<file path="config.mk">
export PLATFORM = sky130hd
export DESIGN_NAME = two_wire_master_transmitter
export DESIGN_NICKNAME = d
export VERILOG_FILES = /design/src/hdl/two_wire_master_transmitter.v
export VERILOG_INCLUDE_DIRS = /design/src /design/src/hdl
export SDC_FILE = /design/constraint.sdc
export NUM_CORES = 1
export LEC_CHECK = 0
export ABC_CLOCK_PERIOD_IN_PS = 3750
export BUFFER_PORTS_ARGS = -buffer_cell sky130_fd_sc_hd__buf_2
export CORE_MARGIN = 3
export CORE_UTILIZATION = 55
export DETAILED_ROUTE_END_ITERATION = 6
export PLACE_DENSITY = 0.85
export REMOVE_ABC_BUFFERS = 1
export SLEW_MARGIN = 30
export SYNTH_ARGS = -nofsm -noshare
export SYNTH_HDL_FRONTEND = slang
export SYNTH_SLANG_ARGS = --single-unit
</file>
<file path="constraint.sdc">
create_clock -name I_CLK_SYS -period 3.75 [get_ports I_CLK_SYS]
set_input_delay 0.1875 -clock I_CLK_SYS [delete_from_list [all_inputs] [get_ports I_CLK_SYS]]
set_output_delay 0.1875 -clock I_CLK_SYS [all_outputs]
set_load 0.02 [all_outputs]
</file>
<file path="src/hdl/two_wire_master_defines.vh">
`ifndef TWO_WIRE_MASTER_DEFINES_VH
`define TWO_WIRE_MASTER_DEFINES_VH

// ----------------------------------------------------------------------
// control_reg field positions
// ----------------------------------------------------------------------
`define CTRL_FLAG 7
`define CTRL_ACK_EN 6
`define CTRL_START 5
`define CTRL_STOP 4
`define CTRL_WC 3
`define CTRL_ENABLE 2
`define CTRL_RESET 8'h00

// ----------------------------------------------------------------------
// status codes, prescaler bits read as zero
// ----------------------------------------------------------------------
`define ST_IDLE_CODE 8'hf8
`define ST_START_SENT 8'h08
`define ST_RSTART_SENT 8'h10
`define ST_ADDR_ACK 8'h18
`define ST_ADDR_NACK 8'h20
`define ST_DATA_ACK 8'h28
`define ST_DATA_NACK 8'h30
`define ST_ARB_LOST 8'h38
`define ST_RD_ACK 8'h40
`define ST_RD_NACK 8'h48

// ----------------------------------------------------------------------
// bus timing
// ----------------------------------------------------------------------
`define CLK_PERIOD_NS 10
`define QUARTER_NS 2500
`define QUARTER_CYC (`QUARTER_NS / `CLK_PERIOD_NS)
`define BYTE_LAST_BIT 4'h8
`define DATA_RESET 8'hff

`endif

</file>
<file path="src/hdl/two_wire_master_transmitter.v">
`timescale 1ns/1ns
`include "two_wire_master_defines.vh"

module two_wire_master_transmitter #(
	parameter [15:0] QUARTER_CYC = `QUARTER_CYC,
	parameter EVT_W = 8,
	parameter EVT_DEPTH = 2
) (
	// clock, reset, enable
	input wire I_CLK_SYS,
	input wire I_RST,
	input wire I_CE,
	// two-wire bus pins
	input wire I_SCL,
	input wire I_SDA,
	output reg O_SCL_OUT,
	output reg O_SCL_OE,
	output reg O_SDA_OUT,
	output reg O_SDA_OE,
	// software access
	input wire I_CTRL_WR,
	input wire [7:0] I_CTRL_WDATA,
	input wire I_DATA_WR,
	input wire [7:0] I_DATA_WDATA,
	output reg [7:0] O_CTRL,
	output reg [7:0] O_STATUS,
	output reg [7:0] O_DATA,
	output reg O_MASTER_RX,
	output reg O_BUS_BUSY,
	// status event stream
	output wire O_EVT_VALID,
	output wire [EVT_W-1:0] O_EVT_CODE,
	input wire I_EVT_READY
);

	localparam [2:0] S_IDLE = 3'h0;
	localparam [2:0] S_WAIT_FREE = 3'h1;
	localparam [2:0] S_START = 3'h2;
	localparam [2:0] S_BIT = 3'h3;
	localparam [2:0] S_STOP = 3'h4;
	localparam [2:0] S_REPORT = 3'h5;
	localparam [2:0] S_HOLD = 3'h6;

	// ------------------------------------------------------------------
	// pin synchronisers and bus state
	// ------------------------------------------------------------------
	reg scl_s1_reg;
	reg scl_s2_reg;
	reg sda_s1_reg;
	reg sda_s2_reg;
	reg sda_prev_reg;

	always @(posedge I_CLK_SYS) begin
		if (I_RST) begin
			scl_s1_reg <= 1'b1;
			scl_s2_reg <= 1'b1;
			sda_s1_reg <= 1'b1;
			sda_s2_reg <= 1'b1;
			sda_prev_reg <= 1'b1;
			O_BUS_BUSY <= 1'b0;
		end else if (I_CE) begin
			scl_s1_reg <= I_SCL;
			scl_s2_reg <= scl_s1_reg;
			sda_s1_reg <= I_SDA;
			sda_s2_reg <= sda_s1_reg;
			sda_prev_reg <= sda_s2_reg;
			// start seen: data falls while clock high; stop seen: data rises
			if (scl_s2_reg && sda_prev_reg && !sda_s2_reg)
				O_BUS_BUSY <= 1'b1;
			else if (scl_s2_reg && !sda_prev_reg && sda_s2_reg)
				O_BUS_BUSY <= 1'b0;
		end
	end

	// ------------------------------------------------------------------
	// status event buffer, shift type so the head is a flip-flop
	// ------------------------------------------------------------------
	reg [EVT_W-1:0] evt_mem_reg [0:EVT_DEPTH-1];
	reg [EVT_DEPTH-1:0] evt_vld_reg;
	wire evt_pop;
	wire evt_push;
	wire evt_ready;
	wire [EVT_W-1:0] evt_din;
	wire [EVT_DEPTH:0] evt_shifted;
	// occupancy of the slot below each slot after the shift; below slot 0 counts as full
	wire [EVT_DEPTH:0] evt_below;

	assign evt_pop = evt_vld_reg[0] & I_EVT_READY;
	assign evt_ready = ~evt_vld_reg[EVT_DEPTH-1] | evt_pop;
	assign evt_shifted = evt_pop ? {2'b00, evt_vld_reg[EVT_DEPTH-1:1]} : {1'b0, evt_vld_reg};
	assign evt_below = {evt_shifted[EVT_DEPTH-1:0], 1'b1};
	assign O_EVT_VALID = evt_vld_reg[0];
	assign O_EVT_CODE = evt_mem_reg[0];

	genvar gi;
	generate
		for (gi = 0; gi < EVT_DEPTH; gi = gi + 1) begin : g_evt
			// slot takes the new code if it is the first free one after the shift
			wire take_new = evt_push && !evt_shifted[gi] && evt_below[gi];
			always @(posedge I_CLK_SYS) begin
				if (I_RST) begin
					evt_vld_reg[gi] <= 1'b0;
					evt_mem_reg[gi] <= {EVT_W{1'b0}};
				end else if (I_CE) begin
					if (take_new) begin
						evt_mem_reg[gi] <= evt_din;
						evt_vld_reg[gi] <= 1'b1;
					end else begin
						evt_vld_reg[gi] <= evt_shifted[gi];
						if (evt_pop && gi < EVT_DEPTH - 1)
							evt_mem_reg[gi] <= evt_mem_reg[(gi + 1) % EVT_DEPTH];
					end
				end
			end
		end
	endgenerate

	// ------------------------------------------------------------------
	// control, data and bus engine
	// ------------------------------------------------------------------
	reg [2:0] state_reg;
	reg [1:0] phase_reg;
	reg [15:0] qcnt_reg;
	reg [3:0] bitcnt_reg;
	reg [7:0] shift_reg;
	reg [7:0] code_reg;
	reg flag_reg;
	reg ack_en_reg;
	reg start_req_reg;
	reg stop_req_reg;
	reg wc_reg;
	reg enable_reg;
	reg owner_reg;
	reg rep_reg;
	reg first_reg;
	reg addr_rd_reg;
	reg ack_reg;
	wire tick;

	assign tick = (qcnt_reg == QUARTER_CYC - 16'h0001);
	assign evt_push = (state_reg == S_REPORT) && evt_ready;
	assign evt_din = code_reg[EVT_W-1:0];

	// pick the completion code after the ninth bit
	function [7:0] byte_code;
		input first;
		input rd;
		input ack;
		begin
			if (first && rd)
				byte_code = ack ? `ST_RD_ACK : `ST_RD_NACK;
			else if (first)
				byte_code = ack ? `ST_ADDR_ACK : `ST_ADDR_NACK;
			else
				byte_code = ack ? `ST_DATA_ACK : `ST_DATA_NACK;
		end
	endfunction

	always @* begin
		O_CTRL = 8'h00;
		O_CTRL[`CTRL_FLAG] = flag_reg;
		O_CTRL[`CTRL_ACK_EN] = ack_en_reg;
		O_CTRL[`CTRL_START] = start_req_reg;
		O_CTRL[`CTRL_STOP] = stop_req_reg;
		O_CTRL[`CTRL_WC] = wc_reg;
		O_CTRL[`CTRL_ENABLE] = enable_reg;
	end

	always @(posedge I_CLK_SYS) begin
		if (I_RST) begin
			state_reg <= S_IDLE;
			phase_reg <= 2'h0;
			qcnt_reg <= 16'h0000;
			bitcnt_reg <= 4'h0;
			shift_reg <= 8'h00;
			code_reg <= `ST_IDLE_CODE;
			flag_reg <= 1'b0;
			ack_en_reg <= 1'b0;
			start_req_reg <= 1'b0;
			stop_req_reg <= 1'b0;
			wc_reg <= 1'b0;
			enable_reg <= 1'b0;
			owner_reg <= 1'b0;
			rep_reg <= 1'b0;
			first_reg <= 1'b0;
			addr_rd_reg <= 1'b0;
			ack_reg <= 1'b0;
			O_SCL_OUT <= 1'b0;
			O_SCL_OE <= 1'b0;
			O_SDA_OUT <= 1'b0;
			O_SDA_OE <= 1'b0;
			O_STATUS <= `ST_IDLE_CODE;
			O_DATA <= `DATA_RESET;
			O_MASTER_RX <= 1'b0;
		end else if (I_CE) begin
			// software side; a flag set below overrides a clear here
			if (I_CTRL_WR) begin
				ack_en_reg <= I_CTRL_WDATA[`CTRL_ACK_EN];
				start_req_reg <= I_CTRL_WDATA[`CTRL_START];
				stop_req_reg <= I_CTRL_WDATA[`CTRL_STOP];
				enable_reg <= I_CTRL_WDATA[`CTRL_ENABLE];
				if (I_CTRL_WDATA[`CTRL_FLAG])
					flag_reg <= 1'b0;
			end
			if (I_DATA_WR) begin
				if (flag_reg) begin
					O_DATA <= I_DATA_WDATA;
					wc_reg <= 1'b0;
				end else begin
					wc_reg <= 1'b1;
				end
			end
			qcnt_reg <= tick ? qcnt_reg : qcnt_reg + 16'h0001;

			case (state_reg)
			S_IDLE: begin
				O_SCL_OE <= 1'b0;
				O_SDA_OE <= 1'b0;
				if (!flag_reg && enable_reg && start_req_reg)
					state_reg <= S_WAIT_FREE;
			end
			S_WAIT_FREE: begin
				qcnt_reg <= 16'h0000;
				if (!O_BUS_BUSY && scl_s2_reg && sda_s2_reg) begin
					state_reg <= S_START;
					phase_reg <= 2'h1;
					rep_reg <= 1'b0;
				end
			end
			S_START: begin
				case (phase_reg)
				2'h0: begin
					// repeated start: release data and clock together on the same tick
					if (tick) begin
						O_SDA_OE <= 1'b0;
						O_SCL_OE <= 1'b0;
						phase_reg <= 2'h1;
						qcnt_reg <= 16'h0000;
					end
				end
				2'h1: begin
					if (tick && scl_s2_reg) begin
						O_SDA_OE <= 1'b1;
						phase_reg <= 2'h2;
						qcnt_reg <= 16'h0000;
					end
				end
				default: begin
					if (tick) begin
						O_SCL_OE <= 1'b1;
						owner_reg <= 1'b1;
						first_reg <= 1'b1;
						code_reg <= rep_reg ? `ST_RSTART_SENT : `ST_START_SENT;
						state_reg <= S_REPORT;
					end
				end
				endcase
			end
			S_BIT: begin
				case (phase_reg)
				2'h0: begin
					if (tick) begin
						// ninth bit released for the acknowledge; a one is released
						O_SDA_OE <= (bitcnt_reg == `BYTE_LAST_BIT) ? 1'b0 : !shift_reg[7];
						phase_reg <= 2'h1;
						qcnt_reg <= 16'h0000;
					end
				end
				2'h1: begin
					if (tick) begin
						O_SCL_OE <= 1'b0;
						phase_reg <= 2'h2;
						qcnt_reg <= 16'h0000;
					end
				end
				2'h2: begin
					if (tick && scl_s2_reg) begin
						qcnt_reg <= 16'h0000;
						ack_reg <= !sda_s2_reg;
						if (bitcnt_reg != `BYTE_LAST_BIT && !O_SDA_OE && !sda_s2_reg) begin
							// another master drove low: back off
							O_SDA_OE <= 1'b0;
							owner_reg <= 1'b0;
							code_reg <= `ST_ARB_LOST;
							state_reg <= S_REPORT;
						end else begin
							phase_reg <= 2'h3;
						end
					end
				end
				default: begin
					if (tick) begin
						O_SCL_OE <= 1'b1;
						qcnt_reg <= 16'h0000;
						if (bitcnt_reg == `BYTE_LAST_BIT) begin
							code_reg <= byte_code(first_reg, addr_rd_reg, ack_reg);
							if (first_reg)
								O_MASTER_RX <= addr_rd_reg;
							first_reg <= 1'b0;
							state_reg <= S_REPORT;
						end else begin
							bitcnt_reg <= bitcnt_reg + 4'h1;
							shift_reg <= {shift_reg[6:0], 1'b0};
							phase_reg <= 2'h0;
						end
					end
				end
				endcase
			end
			S_STOP: begin
				case (phase_reg)
				2'h0: begin
					if (tick) begin
						O_SDA_OE <= 1'b1;
						phase_reg <= 2'h1;
						qcnt_reg <= 16'h0000;
					end
				end
				2'h1: begin
					if (tick) begin
						O_SCL_OE <= 1'b0;
						phase_reg <= 2'h2;
						qcnt_reg <= 16'h0000;
					end
				end
				2'h2: begin
					if (tick && scl_s2_reg) begin
						O_SDA_OE <= 1'b0;
						phase_reg <= 2'h3;
						qcnt_reg <= 16'h0000;
					end
				end
				default: begin
					if (tick) begin
						// no flag after stop
						stop_req_reg <= 1'b0;
						owner_reg <= 1'b0;
						O_MASTER_RX <= 1'b0;
						state_reg <= start_req_reg ? S_WAIT_FREE : S_IDLE;
					end
				end
				endcase
			end
			S_REPORT: begin
				if (evt_ready) begin
					flag_reg <= 1'b1;
					O_STATUS <= code_reg;
					state_reg <= S_HOLD;
				end
			end
			S_HOLD: begin
				// clock stays low while owned and flagged
				O_SCL_OE <= owner_reg;
				qcnt_reg <= 16'h0000;
				phase_reg <= 2'h0;
				if (!flag_reg) begin
					if (!owner_reg)
						state_reg <= start_req_reg ? S_WAIT_FREE : S_IDLE;
					else if (stop_req_reg)
						state_reg <= S_STOP;
					else if (start_req_reg) begin
						rep_reg <= 1'b1;
						state_reg <= S_START;
					end else begin
						shift_reg <= O_DATA;
						if (first_reg)
							addr_rd_reg <= O_DATA[0];
						bitcnt_reg <= 4'h0;
						state_reg <= S_BIT;
					end
				end
			end
			default: state_reg <= S_IDLE;
			endcase

			if (!enable_reg) begin
				state_reg <= S_IDLE;
				owner_reg <= 1'b0;
				O_SCL_OE <= 1'b0;
				O_SDA_OE <= 1'b0;
			end
		end
	end

endmodule // two_wire_master_transmitter
</file>
**Yosys cells after proc, flatten, opt, wreduce, memory -nomap -nowiden**

Memories as Yosys holds them, arrays and structs flattened.
Cells that the tools add are included.

- Bits in registers: 79
- Bits in writable memories: 16
- Output and inout bits: 39
- Logic and storage cells: 304
- Memories: 1

Memory list:

| name | words | bits a word | read ports | clocked after Yosys merged registers in | write ports | line | RTL |
|---|---|---|---|---|---|---|---|
| evt_mem_reg | 2 | 8 | 2 | 0 | 2 | two_wire_master_transmitter.v:78 | `reg [EVT_W-1:0] evt_mem_reg [0:EVT_DEPTH-1];` |

- Add/sub/neg operators: 2
- Equal/unequal tests: 68
- Muxes and demuxes: 141
- Bitwise logic cells: 9
- Reductions and logical operators: 53

Operator list:

| operator | count |
|---|---|
| 2-to-1 mux 8 bit | 16 |
| inequality test 3 bit (second input constant) | 23 |
| 2-to-1 mux 16 bit | 4 |
| case mux 16 bit (2 select lines) | 2 |
| case mux 16 bit (4 select lines) | 1 |
| 2-to-1 mux 1 bit | 59 |
| inequality test 4 bit (second input constant) | 14 |
| case mux 8 bit (2 select lines) | 3 |
| 2-to-1 mux 3 bit | 15 |
| 2-to-1 mux 4 bit | 8 |
| inequality test 2 bit (second input constant) | 16 |
| AND reduction 9 bit | 3 |
| case mux 3 bit (7 select lines) | 1 |
| AND reduction 7 bit | 3 |
| 2-to-1 mux 2 bit | 10 |
| adder 16 x 1 -> 16 bit (second input constant) | 1 |
| == test 16 x 8 -> 1 bit (second input constant) | 1 |
| logical AND 1 bit | 16 |
| case mux 1 bit (2 select lines) | 8 |
| AND reduction 14 bit | 1 |
| 2-to-1 mux 6 bit | 2 |
| case mux 2 bit (3 select lines) | 2 |
| AND reduction 12 bit | 1 |
| AND reduction 11 bit | 1 |
| 35 further kinds | 62 |

**Logic depth before layout (Yosys ltp)**

Gate-level depths: netlist (run 1).

- Word-level depth: 10
- Mapped depth: 11
- Mapped depth without buffers: 10

**Worst setup path before layout (run 1)**

OpenSTA, ideal clock, no wires.

- Path type: flip-flop to flip-flop
- From: register qcnt_reg[0]
- To: register qcnt_reg[0]
- Setup time: 0.086 ns
- Arrival time: 2.598 ns
- Required time: 3.664 ns
- Path slack: 1.067 ns
- Cell stages (with the launch flop): 11
- Path buffers: 1
- Clock period less this slack: 2.683 ns
- Cell sequence: dfxtp_1 ha_1 or4b_4 nor4_4 inv_2 clkbuf_1 ha_1 a21o_1 nand3_1 a41oi_1 a211oi_1

- Word-level cells in the longest chain between the ends: 5
- Elaborated cells between the ends (all ways): 10
- Those cells by class: 1 x add/sub; 1 x eq/ne; 7 x mux; 1 x reduce/logical

Ends and longest elaborated chain:

| item | line | RTL |
|---|---|---|
| start, declared | two_wire_master_transmitter.v:123 | `reg [15:0] qcnt_reg;` |
| start signal, assigned | two_wire_master_transmitter.v:213 | `qcnt_reg <= tick ? qcnt_reg : qcnt_reg + 16'h0001;` |
| adder 16 x 1 -> 16 bit or == test 16 x 8 -> 1 bit (tied branches) | two_wire_master_transmitter.v:213, two_wire_master_transmitter.v:140 |  |
| 2-to-1 mux 16 bit or logical AND 1 bit (tied branches) | - |  |
| 2-to-1 mux 16 bit, on equally long branches | - |  |
| case mux 16 bit (2 select lines) (tied with other cells) | two_wire_master_transmitter.v:311 | `case (phase_reg)` |
| case mux 16 bit (4 select lines) (*) | two_wire_master_transmitter.v:215 | `case (state_reg)` |

Mark *: on every way between the ends. The rest lies on a longest branch, timed or not.
A chain may end at the register's enable or synchronous reset.

**Final worst setup path (run 1)**

- From: register qcnt_reg[0]
- To: register shift_reg[3]

- Word-level cells in the longest chain between the ends: 3

Ends and longest elaborated chain:

| item | line | RTL |
|---|---|---|
| == test 16 x 8 -> 1 bit | two_wire_master_transmitter.v:140 | `assign tick = (qcnt_reg == QUARTER_CYC - 16'h0001);` |
| inequality test 2 bit (no source line) | - |  |
| AND reduction 9 bit (no source line) | - |  |
| end signal, assigned | two_wire_master_transmitter.v:303 | `shift_reg <= {shift_reg[6:0], 1'b0};` |
| end, declared | two_wire_master_transmitter.v:125 | `reg [7:0] shift_reg;` |

No other way between the ends.

==> results of run 1 <==
worst max-delay path, cell delays in order, from the launching register on:
cell and delay [ns]:
sky130_fd_sc_hd__dfxtp_1 0.47, sky130_fd_sc_hd__ha_1 0.19, sky130_fd_sc_hd__or4b_4 0.50, sky130_fd_sc_hd__nor4_4 0.55, sky130_fd_sc_hd__nand2_4 0.12, sky130_fd_sc_hd__a211oi_4 0.53
sky130_fd_sc_hd__buf_4 0.25, sky130_fd_sc_hd__nor2_1 0.06, sky130_fd_sc_hd__a311oi_1 0.25
power groups by stage:
stage	clock network [mW]	registers, mW	logic [mW]
finish	0.670	0.924	0.119
global route	0.707	0.927	0.132
CTS	0.676	0.924	0.117
detailed placement	0	0.945	0.116
global placement	0	0.943	0.114
floorplan	0	0.949	0.0629
routing by layer:
metal  track usage (%)  routed length, um  vias to the layer above
met5                 0                  0                        -
met4              10.1                276                        0
met3              4.29               1050                       33
met2              36.2               4940                      236
met1              31.9               4870                     2027
li1                  -                  -                     2083
layout make-up:
class	instances	area, sq um	share of cell area [%]
flip-flops and latches	83	1760	34.7
clock buffers	10	128	2.51
multi-input cells	434	2610	51.4
inverters	18	67.6	1.33
repair buffers	57	305	6.01
well taps	105	131	2.59
clock inverters	6	73.8	1.45
kinds of logic (layout without fill, tap and decap cells):
group	count (synthesis)	after routing
buf+inv	71	91
xor+xnor	16	16
compound gates	135	135
other cells	1	10
fa+ha+maj	10	10
mux	18	18
flops	83	83
simple gates	245	245
per-stage QoR:
step / area [sq um] / setup slack [ns] / utilization [%]
2_1_floorplan: 4440 / 1.14 / -
3_3_place_gp: 4880 / 0.833 / 59.1
3_5_place_dp: 4880 / 0.761 / 59.1
4_1_cts: 5080 / 0.735 / 61.5
5_1_grt: 5080 / 0.460 / 61.5
6_report: 5080 / 0.724 / 61.5
worst max path at each step:
stage / start / cells after the start / end
5_1_grt: qcnt_reg[0] / 8 / shift_reg[4]
3_3_place_gp: qcnt_reg[0] / 9 / qcnt_reg[0]
6_report: qcnt_reg[0] / 8 / shift_reg[3]
3_5_place_dp: qcnt_reg[0] / 8 / shift_reg[3]
4_1_cts: qcnt_reg[0] / 8 / shift_reg[3]
2_1_floorplan: qcnt_reg[0] / 7 / bitcnt_reg[3]
layout by cell type, fill, tap and decap left out, types with 4 or more instances in the layout:
master,count
sky130_fd_sc_hd__nor3_1,12
sky130_fd_sc_hd__edfxtp_1,10
sky130_fd_sc_hd__nand2_1,90
sky130_fd_sc_hd__buf_2,49
sky130_fd_sc_hd__a21oi_1,29
sky130_fd_sc_hd__or4_1,4
sky130_fd_sc_hd__o31ai_1,4
sky130_fd_sc_hd__a311oi_1,8
sky130_fd_sc_hd__and3_1,4
sky130_fd_sc_hd__dfxtp_1,73
sky130_fd_sc_hd__ha_1,10
sky130_fd_sc_hd__o211ai_1,8
sky130_fd_sc_hd__a211oi_1,4
sky130_fd_sc_hd__mux2i_1,17
sky130_fd_sc_hd__nor2b_1,4
sky130_fd_sc_hd__and2_1,8
sky130_fd_sc_hd__nand3_1,36
sky130_fd_sc_hd__xor2_1,13
sky130_fd_sc_hd__clkbuf_8,9
sky130_fd_sc_hd__nand2b_1,5
sky130_fd_sc_hd__inv_1,17
sky130_fd_sc_hd__o21ai_0,38
sky130_fd_sc_hd__a31oi_1,5
sky130_fd_sc_hd__a22o_1,6
sky130_fd_sc_hd__nand4_1,7
sky130_fd_sc_hd__nor2_1,49
sky130_fd_sc_hd__nand3b_1,4
sky130_fd_sc_hd__conb_1,10
sky130_fd_sc_hd__buf_4,8
==> run summary, run 1 <==
The setup violation total in the final timing report came out at 0. The hold path endpoint is O_DATA[7]. The number of different library cells in the post-synthesis netlist is 73.

Once the floorplan was initialized, standard cells occupied 56.8% of the core. The via count of the routed design is 4379. The startpoint of the most critical hold path is I_DATA_WDATA[7]. The antenna diode instance count came out at 0. The number of top-level pins came out at 63.

The number of antenna violations at the first check in global routing came to 0. The clock-pin transition on the worst setup and hold timing paths came out at 0.09 ns. The sequential fraction of design power came out at 54.0%. In this run the mean area of a mapped cell was 8.10 sq um. The basic-gate share of the synthesized area counting and, or, nand and nor cells came out at 25.8%.

The total grt overflow is 0. The weighted congestion at the end of routability-driven global placement is 0.953. The clock period minus final worst setup slack is 3.03 ns. For flop-to-flop paths, the worst setup slack is 0.72 ns.

The worst register-to-register path begins at qcnt_reg[0]. For the pin with the worst max-slew slack, the measured transition is 0.874 ns. The number of remaining DRC errors came out at 0. The final critical-path share of the clock period is 80.7%.

The number of standard-cell rows in the floorplan came out at 33. The total design power came out at 1.71 mW. By area, the combinational part of the netlist is dominated by simple AND/OR/NAND/NOR gates.

The number of setup buffers added after CTS is 0. The switching fraction of total power came out at 26.1%. The placed cell count is 697. The post-synthesis compound-gate area fraction is 19.6%. The fraction of synthesized cell area taken by the top area cell type is 31.2%. The worst register-to-register path ends at shift_reg[3]. The total track usage came out at 23.4%.

The number of nets at the end of the flow came out at 637. Dividing the detail-routed via count by the number of cells gives 6.14. The setup path with the least slack is of type reg -> reg. The worst slew margin relative to its limit came out at 41.6%. The die height is 98.3 um. For the worst setup path, the data required time is 4.02 ns. After synthesis, the most frequently instantiated cells are sky130_fd_sc_hd__nand2_1 (90), sky130_fd_sc_hd__dfxtp_1 (73), sky130_fd_sc_hd__nor2_1 (49).

The clock latency reported for the late side of the worst-skew pair is 0.37 ns. The post-synthesis mux area share came out at 3.87%. The flow ran to the end, and the final reports show no timing, DRC or antenna violations. The remaining number of nets flagged by the antenna check after routing is 0. The post-route clock skew came out at 0.00808 ns. The final number of hold-violating endpoints came out at 0. Counting every instance in the synthesized netlist gives 579. The number of enable-type register cells in the synthesized netlist is 10. The register bit count reported by yosys is 83.

The count of buffers from port buffering is 49. Combinational logic burns 6.9% of the power. The synthesized design spends more area on one cell type than any other, namely sky130_fd_sc_hd__dfxtp_1. Entering global routing, the biggest net connects 37 pins. On the final layout, the worst hold slack is 0.0202 ns. Setup repair after global routing left no endpoint under its margin. STA classifies the critical path endpoint as a flip-flop. The peak fanout along the critical path is 12.

The top flip-flop cell by instance count after synthesis is sky130_fd_sc_hd__dfxtp_1. In this run, the number of DRC markers left after iteration 0 of detailed routing was 493. The total of max-cap violations came out at 0. The maximum ir drop on the vdd rail came out at 0.171 mV. The width of the die is 98.3 um.

The first-pass GRT wire length came out at 18.9 mm. The xor and xnor fraction of the mapped netlist area came out at 2.99%. The flip-flop count of the largest register after layout came out at 16. The adder and majority cell fraction of the synthesized area came out at 2.67%. The H-tree was split into 3 levels.

TritonCTS built the clock tree. The final max-slew violation count came out at 0. The floorplan step defined a die boundary enclosing 9670 sq um.

Summed over all cells, the static leakage comes to 1.96 nW. The total negative slack came out at 0 ns. In this run, the clock network consumes 39.1% of the power.

The worst register-to-register path has a depth of 8. Gates resized during post-CTS repair numbered 0. The maximum clock path buffer count came out at 2. The routed wire length per instance came out at 15.6 um.

The power density of the placed cells is 337 nW/um^2. After synthesis the cells add up to 4690 sq um. In the post-synthesis netlist, the cell with the most instances is sky130_fd_sc_hd__nand2_1. STA puts the critical path data arrival time at 3.30 ns. STA classifies the critical path startpoint as a flip-flop. The total of fill cells in the finished design is 722. By area the synthesized netlist is led by sky130_fd_sc_hd__dfxtp_1 (31%), sky130_fd_sc_hd__nand2_1 (7.2%), sky130_fd_sc_hd__edfxtp_1 (6.4%).

The via count of the first global-routing pass is 4051. The number of instances on the worst hold path came out at 3. The final wirelength came out at 11.1 mm. After synthesis, flip-flops and latches occupy 37.6% of the total area.

The first-pass iteration count of the detailed router came out at 6. The fraction of layout instances using a drive strength above 1 came out at 14.5%. The tightest min-delay check is of the in -> reg type. In this run, post-CTS hold repair placed 0 buffers. During synthesis, Yosys emitted a total of 0 warnings. The count of non-filler cells in the finished layout is 713. The clock net sink count is 83. The async set-or-reset flop fraction in the synthesized netlist came out at 0%. The analysis attributes to net switching a power of 447 uW. The clock buffer count from CTS came out at 9. The area growth from synthesis to layout is 8.38%. The root buffer cell is sky130_fd_sc_hd__clkbuf_8.

The fmax came out at 330 MHz. The wire-length estimate of the detail-placed layout is 7.70 mm. The core area is 8260 sq um. The internal power contribution came out at 1.27 mW.
Power figures use the tool's default switching activity.
==> run 2: changes to the inputs <==
Settings changed: ABC_CLOCK_PERIOD_IN_PS 3750 to 2800.
Clock period 3.75 ns to 2.8 ns, I/O delays scaled along.
==> run 2 against run 1 <==
Net effect:
- clock skew increased by 0.0063 ns
- count of clock-buffer cells in the layout is 1 lower
- via count increased by 2.0%
- register-to-register slack got worse by 0.56 ns
- cell count grew 2.9%
- critical path type unchanged
- combinational power up 50%
==> run summary, run 2 (same netlist as run 1, synthesis figures left out) <==
The count of buffers from port buffering was 49 (unchanged). The setup violation total in the final timing report is 0 (unchanged). The clock latency reported for the late side of the worst-skew pair came out at 0.36 ns (about the same). The total of max-cap violations is 0 (unchanged). The root buffer cell is sky130_fd_sc_hd__clkbuf_8. The number of standard-cell rows in the floorplan was 33 (unchanged). The final max-slew violation count came to 0 (unchanged). The via count of the routed design came out at 4465 (+2.0%). The post-route clock skew came out at 0.0143 ns (+0.00625 ns).

The total of fill cells in the finished design is 714 (-1.1%). The final critical-path share of the clock period came out at 94.0% (+13 points). The routed wire length per instance came to 16.0 um (+2.4%). Relative to the synthesized area, the layout overhead comes to 12.1%. The final number of hold-violating endpoints is 0 (unchanged). The setup fix buffers added after clock tree synthesis is 0 (unchanged).

The total negative slack came out at 0 ns (unchanged). The worst hold margin is 0.0102 ns (-0.0100 ns). The run finished with clean final reports.

The clock period minus final worst setup slack is 2.63 ns (-0.394 ns). The fmax came out at 380 MHz (+15%). The total leakage power is 2.06 nW (+5.0%). The fraction of layout instances using a drive strength above 1 came out at 16.5% (+2.1 points).

The footprint of the flip-flops and latches is 1760 sq um (unchanged). The final wirelength came out at 11.7 mm (+5.4%). The remaining number of nets flagged by the antenna check after routing is 0 (unchanged).

The peak fanout along the critical path is 7 (-5). The maximum ir drop on the vdd rail is 0.220 mV (+29%). The total half-perimeter wirelength after legalization and detailed placement was 8.22 mm (+6.7%). The number of top-level pins is 63 (unchanged). The first-pass GRT wire length came out at 19.9 mm (+5.5%). The total track usage came out at 24.7% (+1.4 points). The maximum clock path buffer count came to 2 (unchanged). The maximum level of the CTS H-tree is 3 (unchanged).

The number of remaining DRC errors came to 0 (unchanged). Setup repair after global routing left no endpoint under its margin. The multi-input logic area is 2620 sq um (+0.34%).

The number of antenna violations at the first check in global routing is 0 (unchanged). The clock buffer count from CTS was 9 (unchanged). The critical path in this run is classified as reg -> reg. The number of nets at the end of the flow is 658 (+3.3%). STA classifies the critical path startpoint as a flip-flop. The clock-pin transition on the worst setup and hold timing paths came out at 0.09 ns (about the same). The top cell types in the final layout, fill and taps aside, are sky130_fd_sc_hd__nand2_1 (90), sky130_fd_sc_hd__dfxtp_1 (73), sky130_fd_sc_hd__nor2_1 (49), sky130_fd_sc_hd__buf_2 (49), sky130_fd_sc_hd__o21ai_0 (38).

The initial standard-cell utilization of the core was 56.8% (unchanged). The flip-flop count of the largest register after layout is 16 (unchanged). The floorplan die area came out at 9670 sq um (unchanged). The worst slew margin relative to its limit is 51.9% (+10 points). The total grt overflow is 0 (unchanged). The worst setup path is captured at a flip-flop. The power density of the placed cells came out at 421 nW/um^2 (+25%). TritonCTS built the clock tree. The weighted congestion at the end of routability-driven global placement is 0.952 (about the same). The antenna diode instance count is 0 (unchanged). The first-pass iteration count of the detailed router came out at 5 (-1).

The library cell used most frequently in the layout, excluding fill and tap cells, is sky130_fd_sc_hd__nand2_1. The actual transition at the worst max-transition pin came out at 0.715 ns (-0.159 ns). The routed via count divided by cell count came out at 6.08 (-0.95%).

The post-route core utilization was 63.6% (+2.1 points). The die height is 98.3 um (unchanged). The clock net sink count came out at 83 (unchanged). The worst endpoint data arrival time came out at 2.88 ns (-0.42 ns). The core area is 8260 sq um (unchanged).

The count of routing violations after the opening detailed-route iteration came to 384 (-22%). The type of the worst min-delay path is in -> reg. The required time of the critical path came out at 3.05 ns (-0.97 ns). The width of the die came to 98.3 um (unchanged).

The via count of the first global-routing pass came to 4250 (+4.9%). The pin count of the biggest net entering global routing came to 26 (-30%).
-- run 2: changes by cell type in the layout (fill, tap and decap cells not counted), sizes merged --
cell | previous run | this run
buf | 57 | 70
bufinv | 1 | 0
clkbuf | 10 | 9
clkinv | 1 | 3
clkinvlp | 2 | 1
dlygate4sd3 | 0 | 8
inv | 20 | 21
-- run 2: final timing paths --
path,slack [ns],from,endpoint,depth (start not counted)
worst max-delay path,0.17,qcnt_reg[1],code_reg[3],8
worst min-delay path,0.01,I_DATA_WDATA[7],O_DATA[7],3
worst max register to register,0.17,qcnt_reg[1],code_reg[3],8
worst min register to register,0.47,ack_en_reg,ack_en_reg,2
-- run 2: layout make-up --
class	count	share of cell area [%]
clock buffer	9	2.36
clock inverter	7	0.976
inverter	18	1.29
multi-input combinational	434	49.9
sequential	83	33.5
tap	105	2.50
timing repair buffer	78	9.43
-- run 2: power breakdown --
part | total [mW] | switching (mW) | leakage (nW) | internal, mW
Clock | 0.799 | 0.469 | 0.0917 | 0.330
Sequential | 1.23 | 0.0159 | 0.694 | 1.22
Combinational | 0.179 | 0.114 | 1.28 | 0.0646
-- run 2: metrics by stage --
stage	instances	worst slack [ns]	cell area (sq um)	power, mW
after floorplan	535	0.189	4440	1.35
after detailed placement	710	0.204	4990	1.43
after global placement	710	0.227	4990	1.42
after global routing	734	0.0234	5250	2.29
final	734	0.167	5250	2.21
after CTS	733	0.172	5240	2.22
-- run 2: timing repair --
item                                    4_1_cts  5_1_grt
endpoints found under the setup margin        0        7
gates resized for setup                       0        2
hold endpoints to repair                      7        1
hold buffers                                  7        1
-- run 2: worst max-delay path, cell delays in order, from the launching register on --
cell and delay, ns:
sky130_fd_sc_hd__dfxtp_1 0.38, sky130_fd_sc_hd__inv_1 0.10, sky130_fd_sc_hd__ha_1 0.13, sky130_fd_sc_hd__or4b_4 0.51, sky130_fd_sc_hd__nor4_4 0.38, sky130_fd_sc_hd__nand2_1 0.07, sky130_fd_sc_hd__or4_1 0.47, sky130_fd_sc_hd__buf_4 0.19
sky130_fd_sc_hd__a211o_1 0.28
-- run 2: per-layer routing --
metal  part of all wire [%]  track usage [%]  wire length (um)  vias up
li1                       -                -                 -     2128
met1                     43             32.3              5040     2051
met2                     45             39.7              5330      252
met3                    9.3             5.79              1090       34
met4                    2.3             9.66               275        0
met5                      0                0                 0        -
